===== src/rtl/asu_pkg.sv =====
// constants for the async serial unit: register map, fields, resets, encodings
package asu_pkg;
  // =====================================================================
  // register byte offsets
  localparam logic [7:0] OFS_MODE   = 8'h00;  // operation_mode_register
  localparam logic [7:0] OFS_CLKSEL = 8'h04;  // clock_select_register
  localparam logic [7:0] OFS_BAUD   = 8'h08;  // base clocks per bit
  localparam logic [7:0] OFS_TXBUF  = 8'h0C;  // transmit_buffer
  localparam logic [7:0] OFS_TXSTAT = 8'h10;  // transmit_status_register
  localparam logic [7:0] OFS_RXBUF  = 8'h14;  // received byte
  localparam logic [7:0] OFS_ISTAT  = 8'h18;  // sticky event bits
  localparam logic [7:0] OFS_IMASK  = 8'h1C;  // event mask
  // =====================================================================
  // mode register bit positions
  localparam int BIT_POWER = 7;  // unit_power_enable
  localparam int BIT_TXE   = 6;  // transmit_enable
  localparam int BIT_RXE   = 5;  // receive_enable
  localparam int BIT_INV   = 0;  // serial_out_pin inversion
  // transmit status bit positions
  localparam int BIT_BUSY  = 0;  // transmitter shifting
  localparam int BIT_FULL  = 1;  // transmit_buffer_full_flag
  // event bit positions
  localparam int EV_TXDONE = 0;  // stop bit sent
  localparam int EV_RXDONE = 1;  // byte received
  localparam int EV_RXERR  = 2;  // stop bit found low
  localparam int EV_W      = 3;  // number of events
  // =====================================================================
  // reset values and counts
  localparam logic [7:0] RST_CLKSEL = 8'h00;  // base clock = CLK
  localparam logic [7:0] RST_BAUD   = 8'h10;  // 16 base clocks per bit
  localparam logic [7:0] CNT_ZERO   = 8'h00;  // counter terminal value
  localparam logic [7:0] CNT_ONE    = 8'h01;  // counter step
  localparam logic [7:0] GAP_TICKS  = 8'h02;  // extra base clocks between frames
  localparam logic [2:0] LAST_BIT   = 3'h7;   // index of last data bit
  // =====================================================================
  // state encodings, gray along the usual path
  typedef enum logic [2:0] {
    TX_IDLE  = 3'h0,
    TX_START = 3'h1,
    TX_DATA  = 3'h3,
    TX_STOP  = 3'h2,
    TX_GAP   = 3'h6
  } asu_tx_st_t;
  typedef enum logic [1:0] {
    RX_IDLE  = 2'h0,
    RX_START = 2'h1,
    RX_DATA  = 2'h3,
    RX_STOP  = 2'h2
  } asu_rx_st_t;
endpackage


===== src/rtl/asu_top.sv =====
// async serial unit: apb registers, base clock, transmitter, receiver, interrupt
`timescale 1ns/10ps
`default_nettype none
module asu_top (
  input  wire logic        CLK,
  input  wire logic        SYS_RST,
  input  wire logic        PSEL,
  input  wire logic        PENABLE,
  input  wire logic        PWRITE,
  input  wire logic [7:0]  PADDR,
  input  wire logic [31:0] PWDATA,
  output var  logic [31:0] PRDATA,
  output var  logic        PREADY,
  output var  logic        PSLVERR,
  input  wire logic        SERIAL_IN,
  output var  logic        SERIAL_OUT,
  output var  logic        IRQ
);
  // =====================================================================
  // declarations
  logic [7:0]       mode_q;      // power, enables, inversion
  logic [7:0]       clksel_q;    // base clock divide minus one
  logic [7:0]       baud_q;      // base clocks per bit
  logic [7:0]       div_q;       // base clock divider
  logic             tick;        // base clock enable pulse
  logic             txe_s1_q;    // transmit enable, first tick stage
  logic             txe_s2_q;    // transmit enable, second tick stage
  logic             rxe_s1_q;    // receive enable, first tick stage
  logic             rxe_s2_q;    // receive enable, second tick stage
  logic             tx_on;       // transmitter running
  logic             rx_on;       // receiver running
  asu_pkg::asu_tx_st_t tx_st_q;  // transmit state
  asu_pkg::asu_rx_st_t rx_st_q;  // receive state
  logic [7:0]       tx_cnt_q;    // transmit bit timer
  logic [7:0]       rx_cnt_q;    // receive bit timer
  logic [2:0]       tx_idx_q;    // transmit bit index
  logic [2:0]       rx_idx_q;    // receive bit index
  logic [7:0]       txbuf_q;     // transmit buffer
  logic [7:0]       tx_sh_q;     // transmit shift register
  logic [7:0]       rx_sh_q;     // receive shift register
  logic [7:0]       rxbuf_q;     // last received byte
  logic             full_q;      // transmit buffer full
  logic             tx_load;     // buffer moves to shifter
  logic             tx_line;     // uninverted transmit level
  logic [2:0]       ev;          // event pulses
  logic [2:0]       ist_q;       // sticky events
  logic [2:0]       imask_q;     // event mask
  logic             acc;         // access completes this edge
  logic             wr;          // write completes this edge
  logic             mapped;      // address decodes

  // decode one register offset
  function automatic logic hit(input logic [7:0] a, input logic [7:0] ofs);
    hit = (a == ofs);
  endfunction
  // =====================================================================
  // apb slave: one wait state, write on the completing edge
  assign acc    = PSEL && PENABLE && PREADY;
  assign wr     = acc && PWRITE;
  assign mapped = hit(PADDR, asu_pkg::OFS_MODE) || hit(PADDR, asu_pkg::OFS_CLKSEL) ||
                  hit(PADDR, asu_pkg::OFS_BAUD) || hit(PADDR, asu_pkg::OFS_TXBUF) ||
                  hit(PADDR, asu_pkg::OFS_TXSTAT) || hit(PADDR, asu_pkg::OFS_RXBUF) ||
                  hit(PADDR, asu_pkg::OFS_ISTAT) || hit(PADDR, asu_pkg::OFS_IMASK);

  // ready, read data and error for the access phase
  always_ff @(posedge CLK or posedge SYS_RST) begin
    if (SYS_RST) begin
      PREADY  <= 1'b0;
      PRDATA  <= 32'h0000_0000;
      PSLVERR <= 1'b0;
    end else if (PSEL && PENABLE && !PREADY) begin
      PREADY  <= 1'b1;
      PSLVERR <= !mapped;
      PRDATA  <= 32'h0000_0000;
      if (!PWRITE) begin
        case (PADDR)
          asu_pkg::OFS_MODE:   PRDATA[7:0] <= mode_q;
          asu_pkg::OFS_CLKSEL: PRDATA[7:0] <= clksel_q;
          asu_pkg::OFS_BAUD:   PRDATA[7:0] <= baud_q;
          asu_pkg::OFS_TXBUF:  PRDATA[7:0] <= txbuf_q;
          asu_pkg::OFS_TXSTAT: begin
            PRDATA[asu_pkg::BIT_FULL] <= full_q;
            PRDATA[asu_pkg::BIT_BUSY] <= (tx_st_q != asu_pkg::TX_IDLE);
          end
          asu_pkg::OFS_RXBUF:  PRDATA[7:0] <= rxbuf_q;
          asu_pkg::OFS_ISTAT:  PRDATA[2:0] <= ist_q;
          asu_pkg::OFS_IMASK:  PRDATA[2:0] <= imask_q;
          default:             PRDATA <= 32'h0000_0000;
        endcase
      end
    end else begin
      PREADY  <= 1'b0;
      PSLVERR <= 1'b0;
    end
  end

  // software control registers
  always_ff @(posedge CLK or posedge SYS_RST) begin
    if (SYS_RST) begin
      mode_q   <= 8'h00;
      clksel_q <= asu_pkg::RST_CLKSEL;
      baud_q   <= asu_pkg::RST_BAUD;
      imask_q  <= 3'h0;
      txbuf_q  <= 8'h00;
    end else if (wr) begin
      if (hit(PADDR, asu_pkg::OFS_MODE))   mode_q   <= PWDATA[7:0];
      if (hit(PADDR, asu_pkg::OFS_CLKSEL)) clksel_q <= PWDATA[7:0];
      if (hit(PADDR, asu_pkg::OFS_BAUD))   baud_q   <= PWDATA[7:0];
      if (hit(PADDR, asu_pkg::OFS_IMASK))  imask_q  <= PWDATA[2:0];
      if (hit(PADDR, asu_pkg::OFS_TXBUF))  txbuf_q  <= PWDATA[7:0];
    end
  end
  // =====================================================================
  // base clock divider, one enable pulse per base clock
  assign tick = (div_q == clksel_q);
  always_ff @(posedge CLK or posedge SYS_RST) begin
    if (SYS_RST) div_q <= asu_pkg::CNT_ZERO;
    else if (tick) div_q <= asu_pkg::CNT_ZERO;
    else div_q <= div_q + asu_pkg::CNT_ONE;
  end

  always_ff @(posedge CLK or posedge SYS_RST) begin
    if (SYS_RST) begin
      txe_s1_q <= 1'b0;
      txe_s2_q <= 1'b0;
      rxe_s1_q <= 1'b0;
      rxe_s2_q <= 1'b0;
    end else if (tick) begin
      txe_s1_q <= mode_q[asu_pkg::BIT_TXE];
      txe_s2_q <= txe_s1_q;
      rxe_s1_q <= mode_q[asu_pkg::BIT_RXE];
      rxe_s2_q <= rxe_s1_q;
    end
  end
  assign tx_on = txe_s2_q && mode_q[asu_pkg::BIT_POWER];
  assign rx_on = rxe_s2_q && mode_q[asu_pkg::BIT_POWER];
  // =====================================================================
  // moves on ticks only, freezes unclocked
  assign tx_load = tick && tx_on && full_q &&
                   ((tx_st_q == asu_pkg::TX_IDLE) ||
                    (tx_st_q == asu_pkg::TX_GAP && tx_cnt_q == asu_pkg::CNT_ZERO));

  // full set by write, cleared on load
  always_ff @(posedge CLK or posedge SYS_RST) begin
    if (SYS_RST) full_q <= 1'b0;
    else if (wr && hit(PADDR, asu_pkg::OFS_TXBUF)) full_q <= 1'b1;
    else if (tx_load || !mode_q[asu_pkg::BIT_POWER]) full_q <= 1'b0;
  end

  // frame sequencer
  always_ff @(posedge CLK or posedge SYS_RST) begin
    if (SYS_RST) begin
      tx_st_q  <= asu_pkg::TX_IDLE;
      tx_cnt_q <= asu_pkg::CNT_ZERO;
      tx_idx_q <= 3'h0;
      tx_sh_q  <= 8'h00;
    end else if (tick) begin
      if (!tx_on) begin
        // disabled: state and bit timer held at reset values
        tx_st_q  <= asu_pkg::TX_IDLE;
        tx_cnt_q <= asu_pkg::CNT_ZERO;
      end else if (tx_load) begin
        tx_sh_q  <= txbuf_q;
        tx_st_q  <= asu_pkg::TX_START;
        tx_cnt_q <= baud_q - asu_pkg::CNT_ONE;
      end else if (tx_cnt_q != asu_pkg::CNT_ZERO) begin
        tx_cnt_q <= tx_cnt_q - asu_pkg::CNT_ONE;
      end else begin
        case (tx_st_q)
          asu_pkg::TX_START: begin
            tx_st_q  <= asu_pkg::TX_DATA;
            tx_idx_q <= 3'h0;
            tx_cnt_q <= baud_q - asu_pkg::CNT_ONE;
          end
          asu_pkg::TX_DATA: begin
            tx_sh_q  <= {1'b0, tx_sh_q[7:1]};
            tx_idx_q <= tx_idx_q + 3'h1;
            tx_cnt_q <= baud_q - asu_pkg::CNT_ONE;
            if (tx_idx_q == asu_pkg::LAST_BIT) tx_st_q <= asu_pkg::TX_STOP;
          end
          asu_pkg::TX_STOP: begin
            if (full_q) begin
              tx_st_q  <= asu_pkg::TX_GAP;
              tx_cnt_q <= asu_pkg::GAP_TICKS - asu_pkg::CNT_ONE;
            end else begin
              tx_st_q <= asu_pkg::TX_IDLE;
            end
          end
          asu_pkg::TX_GAP:  tx_st_q <= asu_pkg::TX_IDLE;  // buffer emptied
          default:          tx_st_q <= asu_pkg::TX_IDLE;
        endcase
      end
    end
  end

  // line level from state
  always_comb begin
    case (tx_st_q)
      asu_pkg::TX_START: tx_line = 1'b0;
      asu_pkg::TX_DATA:  tx_line = tx_sh_q[0];
      default:           tx_line = 1'b1;
    endcase
  end

  always_ff @(posedge CLK or posedge SYS_RST) begin
    if (SYS_RST) SERIAL_OUT <= 1'b1;
    else SERIAL_OUT <= tx_line ^ mode_q[asu_pkg::BIT_INV];
  end
  // =====================================================================
  // receiver: input used uninverted, low level starts a frame
  always_ff @(posedge CLK or posedge SYS_RST) begin
    if (SYS_RST) begin
      rx_st_q  <= asu_pkg::RX_IDLE;
      rx_cnt_q <= asu_pkg::CNT_ZERO;
      rx_idx_q <= 3'h0;
      rx_sh_q  <= 8'h00;
      rxbuf_q  <= 8'h00;
    end else if (tick) begin
      if (!rx_on) begin
        rx_st_q <= asu_pkg::RX_IDLE;
      end else if (rx_st_q == asu_pkg::RX_IDLE) begin
        if (!SERIAL_IN) begin
          rx_st_q  <= asu_pkg::RX_START;
          rx_cnt_q <= {1'b0, baud_q[7:1]};
        end
      end else if (rx_cnt_q != asu_pkg::CNT_ZERO) begin
        rx_cnt_q <= rx_cnt_q - asu_pkg::CNT_ONE;
      end else begin
        rx_cnt_q <= baud_q - asu_pkg::CNT_ONE;
        case (rx_st_q)
          asu_pkg::RX_START: begin
            rx_idx_q <= 3'h0;
            rx_st_q  <= SERIAL_IN ? asu_pkg::RX_IDLE : asu_pkg::RX_DATA;
          end
          asu_pkg::RX_DATA: begin
            rx_sh_q  <= {SERIAL_IN, rx_sh_q[7:1]};
            rx_idx_q <= rx_idx_q + 3'h1;
            if (rx_idx_q == asu_pkg::LAST_BIT) rx_st_q <= asu_pkg::RX_STOP;
          end
          asu_pkg::RX_STOP: begin
            if (SERIAL_IN) rxbuf_q <= rx_sh_q;
            rx_st_q <= asu_pkg::RX_IDLE;
          end
          default: rx_st_q <= asu_pkg::RX_IDLE;
        endcase
      end
    end
  end
  // =====================================================================
  // events, sticky status, mask, interrupt
  always_comb begin
    ev = 3'h0;
    ev[asu_pkg::EV_TXDONE] = tick && tx_on && !tx_load && tx_st_q == asu_pkg::TX_STOP &&
                             tx_cnt_q == asu_pkg::CNT_ZERO;
    ev[asu_pkg::EV_RXDONE] = tick && rx_on && rx_st_q == asu_pkg::RX_STOP &&
                             rx_cnt_q == asu_pkg::CNT_ZERO && SERIAL_IN;
    ev[asu_pkg::EV_RXERR]  = tick && rx_on && rx_st_q == asu_pkg::RX_STOP &&
                             rx_cnt_q == asu_pkg::CNT_ZERO && !SERIAL_IN;
  end

  // write one clears, new event wins
  always_ff @(posedge CLK or posedge SYS_RST) begin
    if (SYS_RST) ist_q <= 3'h0;
    else if (wr && hit(PADDR, asu_pkg::OFS_ISTAT)) ist_q <= (ist_q & ~PWDATA[2:0]) | ev;
    else ist_q <= ist_q | ev;
  end

  // level interrupt from masked status
  always_ff @(posedge CLK or posedge SYS_RST) begin
    if (SYS_RST) IRQ <= 1'b0;
    else IRQ <= |(ist_q & imask_q);
  end
  // =====================================================================
  // checks
  property p_inv_pin;
    @(posedge CLK) disable iff (SYS_RST)
      ($past(tx_st_q) == asu_pkg::TX_IDLE) |-> (SERIAL_OUT == !$past(mode_q[asu_pkg::BIT_INV]));
  endproperty
  a_inv_pin: assert property (p_inv_pin) else $error("idle pin level wrong");
  property p_freeze;
    @(posedge CLK) disable iff (SYS_RST)
      !tick |=> ($stable(tx_st_q) && $stable(rx_st_q) && $stable(tx_cnt_q));
  endproperty
  a_freeze: assert property (p_freeze) else $error("state moved without base clock");
  property p_en_sync;
    @(posedge CLK) disable iff (SYS_RST)
      $rose(mode_q[asu_pkg::BIT_TXE]) |=> !tx_on;
  endproperty
  a_en_sync: assert property (p_en_sync) else $error("enable passed unsynchronised");
  property p_gap;
    @(posedge CLK) disable iff (SYS_RST)
      (tick && tx_on && tx_st_q == asu_pkg::TX_STOP && tx_cnt_q == asu_pkg::CNT_ZERO && full_q)
      |=> (tx_st_q == asu_pkg::TX_GAP && tx_cnt_q == asu_pkg::GAP_TICKS - asu_pkg::CNT_ONE);
  endproperty
  a_gap: assert property (p_gap) else $error("gap not inserted");
  property p_rx_restart;
    @(posedge CLK) disable iff (SYS_RST)
      (tick && rx_on && rx_st_q == asu_pkg::RX_IDLE && !SERIAL_IN)
      |=> (rx_st_q == asu_pkg::RX_START && rx_cnt_q == {1'b0, baud_q[7:1]});
  endproperty
  a_rx_restart: assert property (p_rx_restart) else $error("start bit not caught");
  property p_full_set;
    @(posedge CLK) disable iff (SYS_RST)
      (wr && hit(PADDR, asu_pkg::OFS_TXBUF)) |=> full_q;
  endproperty
  a_full_set: assert property (p_full_set) else $error("full flag not set");
  property p_full_clr;
    @(posedge CLK) disable iff (SYS_RST)
      (tx_load && !wr) |=> (!full_q && tx_st_q == asu_pkg::TX_START && tx_sh_q == $past(txbuf_q));
  endproperty
  a_full_clr: assert property (p_full_clr) else $error("load did not clear full");
  property p_irq;
    @(posedge CLK) disable iff (SYS_RST)
      ##1 (IRQ == |($past(ist_q) & $past(imask_q)));
  endproperty
  a_irq: assert property (p_irq) else $error("interrupt level wrong");
endmodule
`default_nettype wire


===== config.mk =====
export PLATFORM = sky130hd
export DESIGN_NAME = asu_top
export DESIGN_NICKNAME = d
export VERILOG_FILES = /design/src/rtl/asu_pkg.sv /design/src/rtl/asu_top.sv
export SDC_FILE = /design/constraint.sdc
export NUM_CORES = 1
export LEC_CHECK = 0
export BUFFER_PORTS_ARGS = -buffer_cell sky130_fd_sc_hd__buf_2
export CAP_MARGIN = 20
export CORE_MARGIN = 1.5
export CORE_UTILIZATION = 52
export DETAILED_ROUTE_END_ITERATION = 8
export PLACE_DENSITY = 0.82
export SYNTH_ARGS = -nofsm -noshare
export SYNTH_HDL_FRONTEND = slang
export SYNTH_SLANG_ARGS = --single-unit

===== constraint.sdc =====
create_clock -name CLK -period 4 [get_ports CLK]
set_input_delay 0.6 -clock CLK [delete_from_list [all_inputs] [get_ports CLK]]
set_output_delay 0.6 -clock CLK [all_outputs]
set_load 0.005 [all_outputs]

==> qor.yml, run 1 <==
timing:
  period_needed_ns: 3.16
  setup-violations-final: 0
  finalCritPeriodShare_pct: 78.9
  whs_ns: 0.321
  rsz0062_at_grt: "no"
  finalSetupTns_ns: 0
  finalHoldViolations: 0
  slew_headroom_pct: 31.2
  tightest_slew_ns: 1.03
  drv_slew: 0
  max_freq_ghz: 0.317
  final.setup_skew_ns: 0.00873
die:
  rows: 39
  ios: 82
  fp.coreArea_sq_um: 11400
  die_w_um: 111
  start_util_pct: 53.1
  dieArea_sq_um: 12300
  die_h_um: 111
global_routing:
  grt_usage_pct: 24.4
  grt_pass1_wl_um: 23600
  grt_max_degree: 61
  grt_pass1_vias: 4743
  grt_overflow_total: 0
  antenna_found_initial: 0
cts:
  htree_levels: 4
  cts_buffers: 17
  cts_tree: "built"
  cts-resized-gates: 0
  clk_latency_ns: 0.42
  cts_root_buffer: "clkbuf_16"
  clkTransAtPathRegs_ns: 0.05
  cts_hold_buf: 0
  cts_max_path_buffers: 2
  clock_sinks: 114
  post-cts-setup-buffers: 0
finish:
  num-nets-final: 664
  area_delta_synth_final_pct: 12.4
  fill_cells: 879
  drive_gt1_share_pct: 23.0
  fin_area_sq_um: 6790
  post-route-util_pct: 59.7
  diodes: 0
worst_setup_path:
  cp_max_fo: 12
  cp-end-kind: "register"
  crit_chain: "inv_1 -> ha_1 -> or4b_4 -> or2_0 -> o31a_4 -> nor3_4 -> mux2i_1 -> a21oi_2"
  startpoint: "tx_cnt_q[0]"
  cp_slowest_cell: "nor3_4"
  crit_family: "simple AND/OR/NAND/NOR gates"
  slowest_delay_ns: 0.54
  critPathKind: "register to register"
  reg2reg_to: "tx_sh_q[0]"
  cp.depth: 8
  crit_arrival_ns: 3.43
  worst-endpoint-required_ns: 4.27
  crit_path_end: "tx_sh_q[0]"
  rr_worst_depth: 8
  r2r_start: "tx_cnt_q[0]"
  cp.buffers_inverters: 1
  startpoint_type: "register"
  r2r_slack_ns: 0.84
status:
  status: "completed"
synthesis:
  ys_ff_latch: 114
  synth_flop_cell: "dfrtp_1"
  syn_area_per_cell_sq_um: 10.4
  seq_area_frac_synth_pct: 47.3
  synthCells: 579
  synthArstFlopShare_pct: 100
  ys_types: 59
  synth_warnings: 0
  netlist_area_sq_um: 6040
  synth_edf_count: 0
placement:
  gp_congestion: 0.875
  dpl_cell_area_sq_um: 6210
  hpwl_um: 9430
  portBuffers: 33
pwr:
  comb_power_share_pct: 9.1
  p_clk_share_pct: 50.8
  p_per_area_nw_per_um2: 435
  intPower_mw: 2.15
  irDropWorstVdd_mv: 0.277
  p_switching_mw: 0.798
  p_sw_share_pct: 27.0
  total_power_mw: 2.95
  seq_power_share_pct: 40.1
  p_leak_nw: 3.20
detailed_routing:
  avgViaCountPerCell: 6.12
  route.antenna.remaining_nets: 0
  drt-total-wl_um: 14500
  drt_pass1_iterations: 7
  initialDrtViolationCount: 398
  drc: 0
  wire_per_inst_um: 18.9
  vias: 4681
job:
  maxCapViolCount: 0
hold_path:
  hp-class: "primary input to async pin"
[how the worst min path moves through the flow]
stage	slack [ns]	end
floorplan	0.43	SERIAL_OUT
global placement	0.45	txe_s2_q
detailed placement	0.47	PRDATA[6]
CTS	0.36	tx_idx_q[2]
global route	0.40	tx_idx_q[2]
finish	0.32	tx_idx_q[2]
[power groups by stage]
stage	registers (mW)	clock network, mW	logic [mW]
after global placement	1.20	0	0.253
final	1.18	1.50	0.269
after CTS	1.18	1.50	0.268
after floorplan	1.20	0	0.200
after global routing	1.18	1.56	0.300
after detailed placement	1.20	0	0.261
[routing by layer]
layer  GRT usage (%)  vias to the layer above  part of all wire, %
li1                -                     2082                    -
met1            30.8                     2313                   41
met2            40.1                      230                   49
met3            5.19                       56                  6.5
met4            11.8                        0                  3.6
met5               0                        -                    0
[kinds of logic after synthesis]
family                     count (synthesis)  share of synthesized area, %
xor gates and xnor gates                  26                          3.77
DFF                                      114                          47.3
buffers and inverters                     71                          6.22
AOI/OAI and AO/OA                        111                          12.4
other                                      1                        0.0621
and+or+nand+nor                          176                          14.0
adders and majority gates                  9                          1.87
muxes                                     71                          14.3
[worst register-to-register path: stages, from the launching register on]
cell     delay [ns]
dfrtp_1        0.42
inv_1          0.08
ha_1           0.21
or4b_4         0.52
or2_0          0.38
o31a_4         0.43
nor3_4         0.54
mux2i_1        0.34
a21oi_2        0.08
[cell type report]
| type | instances | area (sq um) | area share [%] |
|---|---|---|---|
| well taps | 143 | 179 | 2.64 |
| clock inverters | 14 | 151 | 2.23 |
| clock buffers | 18 | 429 | 6.32 |
| inverters | 22 | 85.1 | 1.25 |
| repair buffers | 37 | 195 | 2.88 |
| flip-flops and latches | 114 | 2860 | 42.1 |
| multi-input cells | 417 | 2890 | 42.6 |
[sequential cells by signal (all words and copies together) (netlist names), 8 cells and up]
signal,cells
clksel_q,8
rxbuf_q,8
tx_cnt_q,8
baud_q,8
rx_sh_q,8
txbuf_q,8
tx_sh_q,8
mode_q,8
PRDATA,8
rx_cnt_q,8
div_q,8
[cells in the final DEF (no fill, tap or decap), types with 9 or more instances in the layout]
master,instances
a21oi_1,27
buf_2,33
clkbuf_16,17
conb_1,24
dfrtp_1,112
ha_1,9
inv_1,21
mux2_2,53
mux2i_1,11
nand2_1,59
nand3_1,14
nor2_1,45
nor3_1,15
o21ai_0,31
xnor2_1,11
xor2_1,15
[cell usage after synthesis (7+ instances only)]
| cell type | count | area (sq um) |
|---|---|---|
| a22oi_1 | 7 | 52.6 |
| mux2_2 | 53 | 597 |
| xor2_1 | 15 | 131 |
| dfrtp_1 | 112 | 2800 |
| xnor2_1 | 11 | 96.3 |
| clkbuf_1 | 16 | 60.1 |
| buf_4 | 24 | 180 |
| mux4_2 | 7 | 158 |
| nor2_1 | 45 | 169 |
| a21oi_1 | 27 | 135 |
| ha_1 | 9 | 113 |
| o21ai_0 | 31 | 155 |
| inv_1 | 22 | 82.6 |
| nor4_1 | 7 | 43.8 |
| nand2_1 | 59 | 221 |
| nand3_1 | 14 | 70.1 |
| nor3_1 | 15 | 75.1 |
| mux2i_1 | 11 | 110 |
[per-stage QoR]
stage / setup slack (ns) / instances
after detailed placement: 0.869 / 733
after CTS: 0.856 / 765
final: 0.844 / 765
after global placement: 0.930 / 733
after floorplan: 0.388 / 602
after global routing: 0.719 / 765
Power figures use the tool's default switching activity.
==> inputs of run 2 (changes only) <==
--- a/config.mk
+++ b/config.mk
@@ -10,7 +10,7 @@
 export CORE_MARGIN = 1.5
 export CORE_UTILIZATION = 52
 export DETAILED_ROUTE_END_ITERATION = 8
-export PLACE_DENSITY = 0.82
+export PLACE_DENSITY = 0.85
 export SYNTH_ARGS = -nofsm -noshare
 export SYNTH_HDL_FRONTEND = slang
 export SYNTH_SLANG_ARGS = --single-unit
==> constraint.sdc (replaced) <==
create_clock -name CLK -period 2.8 [get_ports CLK]
set_input_delay 0.42 -clock CLK [delete_from_list [all_inputs] [get_ports CLK]]
set_output_delay 0.42 -clock CLK [all_outputs]
set_load 0.005 [all_outputs]
==> qor.yml, run 2 (synthesis gave the netlist of run 1 again) <==
finish:
  fin_area_sq_um: 6980  # was 6790 sq um
  final_common_cell: "dfrtp_1"  # unchanged
  diodes: 0  # unchanged
  drive_gt1_share_pct: 25.8  # was 23.0%
  multi_input_area_sq_um: 2910  # was 2890 sq um
  area_delta_synth_final_pct: 15.6  # was 12.4%
  seqCellArea_sq_um: 2860  # about the same
  fill_cells: 795  # was 879
  final_cell_mix: "111 x dfrtp_1, 59 x nand2_1, 53 x mux2_2"  # was 112 x dfrtp_1, 59 x nand2_1, 53 x mux2_2
  num-nets-final: 678  # was 664
pwr:
  p_per_area_nw_per_um2: 622  # was 435 nW/um^2
  p_leak_nw: 3.28  # was 3.20 nW
  irDropWorstVdd_mv: 0.565  # was 0.277 mV
  seq_power_share_pct: 39.0  # was 40.1%
  p_sw_share_pct: 26.2  # was 27.0%
  total_power_mw: 4.34  # was 2.95 mW
  p_clk_share_pct: 51.7  # was 50.8%
  p_switching_mw: 1.14  # was 0.798 mW
  comb_power_share_pct: 9.4  # was 9.1%
  intPower_mw: 3.20  # was 2.15 mW
worst_setup_path:
  critPathKind: "register to register"  # unchanged
  cp_max_fo: 10  # was 12
  startpoint_type: "register"  # unchanged
  cp-end-kind: "register"  # unchanged
  worst-endpoint-required_ns: 3.09  # was 4.27 ns
  crit_arrival_ns: 3.00  # was 3.43 ns
  crit_chain: "inv_1 -> ha_2 -> or4b_4 -> or2_1 -> o31a_4 -> nor3_4 -> buf_12 -> mux2i_2 -> a21oi_2"  # was inv_1 -> ha_1 -> or4b_4 -> or2_0 -> o31a_4 -> nor3_4 -> mux2i_1 -> a21oi_2
  slowest_delay_ns: 0.46  # was 0.54 ns
  cp_slowest_cell: "or4b_4"  # was nor3_4
die:
  ios: 82  # unchanged
  die_h_um: 111  # unchanged
  dieArea_sq_um: 12300  # unchanged
  fp.coreArea_sq_um: 11400  # unchanged
  rows: 39  # unchanged
  die_w_um: 111  # unchanged
  start_util_pct: 53.1  # unchanged
cts:
  cts_root_buffer: "clkbuf_16"  # unchanged
  clk_latency_ns: 0.42  # about the same
  clock_sinks: 114  # unchanged
  cts_max_path_buffers: 2  # unchanged
  htree_levels: 4  # unchanged
  cts_buffers: 17  # unchanged
  cts_tree: "built"  # unchanged
  clkTransAtPathRegs_ns: 0.05  # about the same
timing:
  finalCritPeriodShare_pct: 96.8  # was 78.9%
  period_needed_ns: 2.71  # was 3.16 ns
  final.setup_skew_ns: 0.0100  # was 0.00873 ns
  finalHoldViolations: 0  # unchanged
  max_freq_ghz: 0.369  # was 0.317 GHz
  setup-violations-final: 0  # unchanged
  drv_slew: 0  # unchanged
  slew_headroom_pct: 58.9  # was 31.2%
  finalSetupTns_ns: 0  # unchanged
  tightest_slew_ns: 0.611  # was 1.03 ns
  whs_ns: 0.146  # was 0.321 ns
placement:
  dpl_cell_area_sq_um: 6330  # was 6210 sq um
  portBuffers: 33  # unchanged
  gp_congestion: 0.961  # was 0.875
  hpwl_um: 9610  # was 9430 um
global_routing:
  grt_pass1_wl_um: 24400  # was 23600 um
  antenna_found_initial: 0  # unchanged
  use_met2_pct: 41.9  # was 40.1%
  use_met1_pct: 32.6  # was 30.8%
  grt_usage_pct: 25.3  # was 24.4%
  grt.busiest_layer: "met2"  # unchanged
  grt_max_degree: 115  # was 61
  grt_pass1_vias: 4541  # was 4743
  grtUsageMet3_pct: 5.36  # was 5.19%
  grt_overflow_total: 0  # unchanged
detailed_routing:
  initialDrtViolationCount: 462  # was 398
  route.antenna.remaining_nets: 0  # unchanged
  drt_pass1_iterations: 7  # unchanged
  vias: 4790  # was 4681
  avgViaCountPerCell: 6.15  # was 6.12
  wire_per_inst_um: 19.4  # was 18.9 um
  drt-total-wl_um: 15100  # was 14500 um
  drc: 0  # unchanged
status:
  status: "completed"  # unchanged
job:
  maxCapViolCount: 0  # unchanged
hold_path:
  hp-class: "primary input to async pin"  # unchanged
-- run 2: cell types whose count changed in the layout (fill, tap and decap cells not counted), moves of 2 or more --
cell,change
inv_6,-2
buf_12,+2
clkinvlp_4,+3
clkinv_2,-2
buf_4,+12
-- run 2: critical path: cells and delay by family (launching register included) --
kind | cells | cell delay [ns]
AND/OR/NAND/NOR | 3 | 0.97
AO/OA/AOI/OAI | 2 | 0.49
buffers and inverters | 2 | 0.25
multiplexers | 1 | 0.26
flip-flops | 1 | 0.43
adder cells (fa/ha/maj) | 1 | 0.19
-- run 2: final cells by class --
type,count,share of cell area (%)
Clock buffer,18,6.29
Timing Repair Buffer,51,4.66
Inverter,22,1.24
Clock inverter,14,2.55
Tap cell,143,2.56
Multi-Input combinational cell,417,41.8
Sequential cell,114,40.9
-- run 2: power by group through the flow --
stage	clock network, mW	registers (mW)	logic [mW]
floorplan	0	1.71	0.286
global placement	0	1.72	0.384
detailed placement	0	1.72	0.392
CTS	2.25	1.69	0.399
global route	2.32	1.69	0.438
finish	2.24	1.69	0.407
-- run 2: per-stage QoR --
step | setup WS, ns | std cells | utilization, %
floorplan | 0.208 | 602 | -
global placement | 0.187 | 746 | 55.7
detailed placement | 0.0979 | 746 | 55.7
CTS | 0.00458 | 778 | 61.1
global route | -0.0130 | 779 | 61.4
finish | 0.0909 | 779 | 61.4
-- run 2: worst paths after layout --
path,from,endpoint,slack [ns],depth (start not counted)
max,tx_cnt_q[0],tx_sh_q[0],0.09,9
min,SYS_RST,tx_idx_q[0],0.15,3
max reg2reg,tx_cnt_q[0],tx_sh_q[0],0.09,9
min reg2reg,PRDATA[5],PRDATA[5],0.47,2
max in group asynchronous,SYS_RST,mode_q[5],2.16,3
min in group CLK,PWDATA[3],txbuf_q[3],0.28,2
-- run 2: routing by layer --
layer  vias to the layer above  wire [um]
met5                         -          0
met4                         0        516
met3                        43       1250
met2                       297       7540
met1                      2343       5770
li1                       2107          -
-- run 2: what timing repair did --
| item | CTS | global route |
|---|---|---|
| resized for setup | 1 | 7 |
| hold buffers | 0 | 0 |
| setup buffers | 0 | 1 |
| endpoints found under the setup margin | 1 | 12 |
| pin swaps | 0 | 1 |
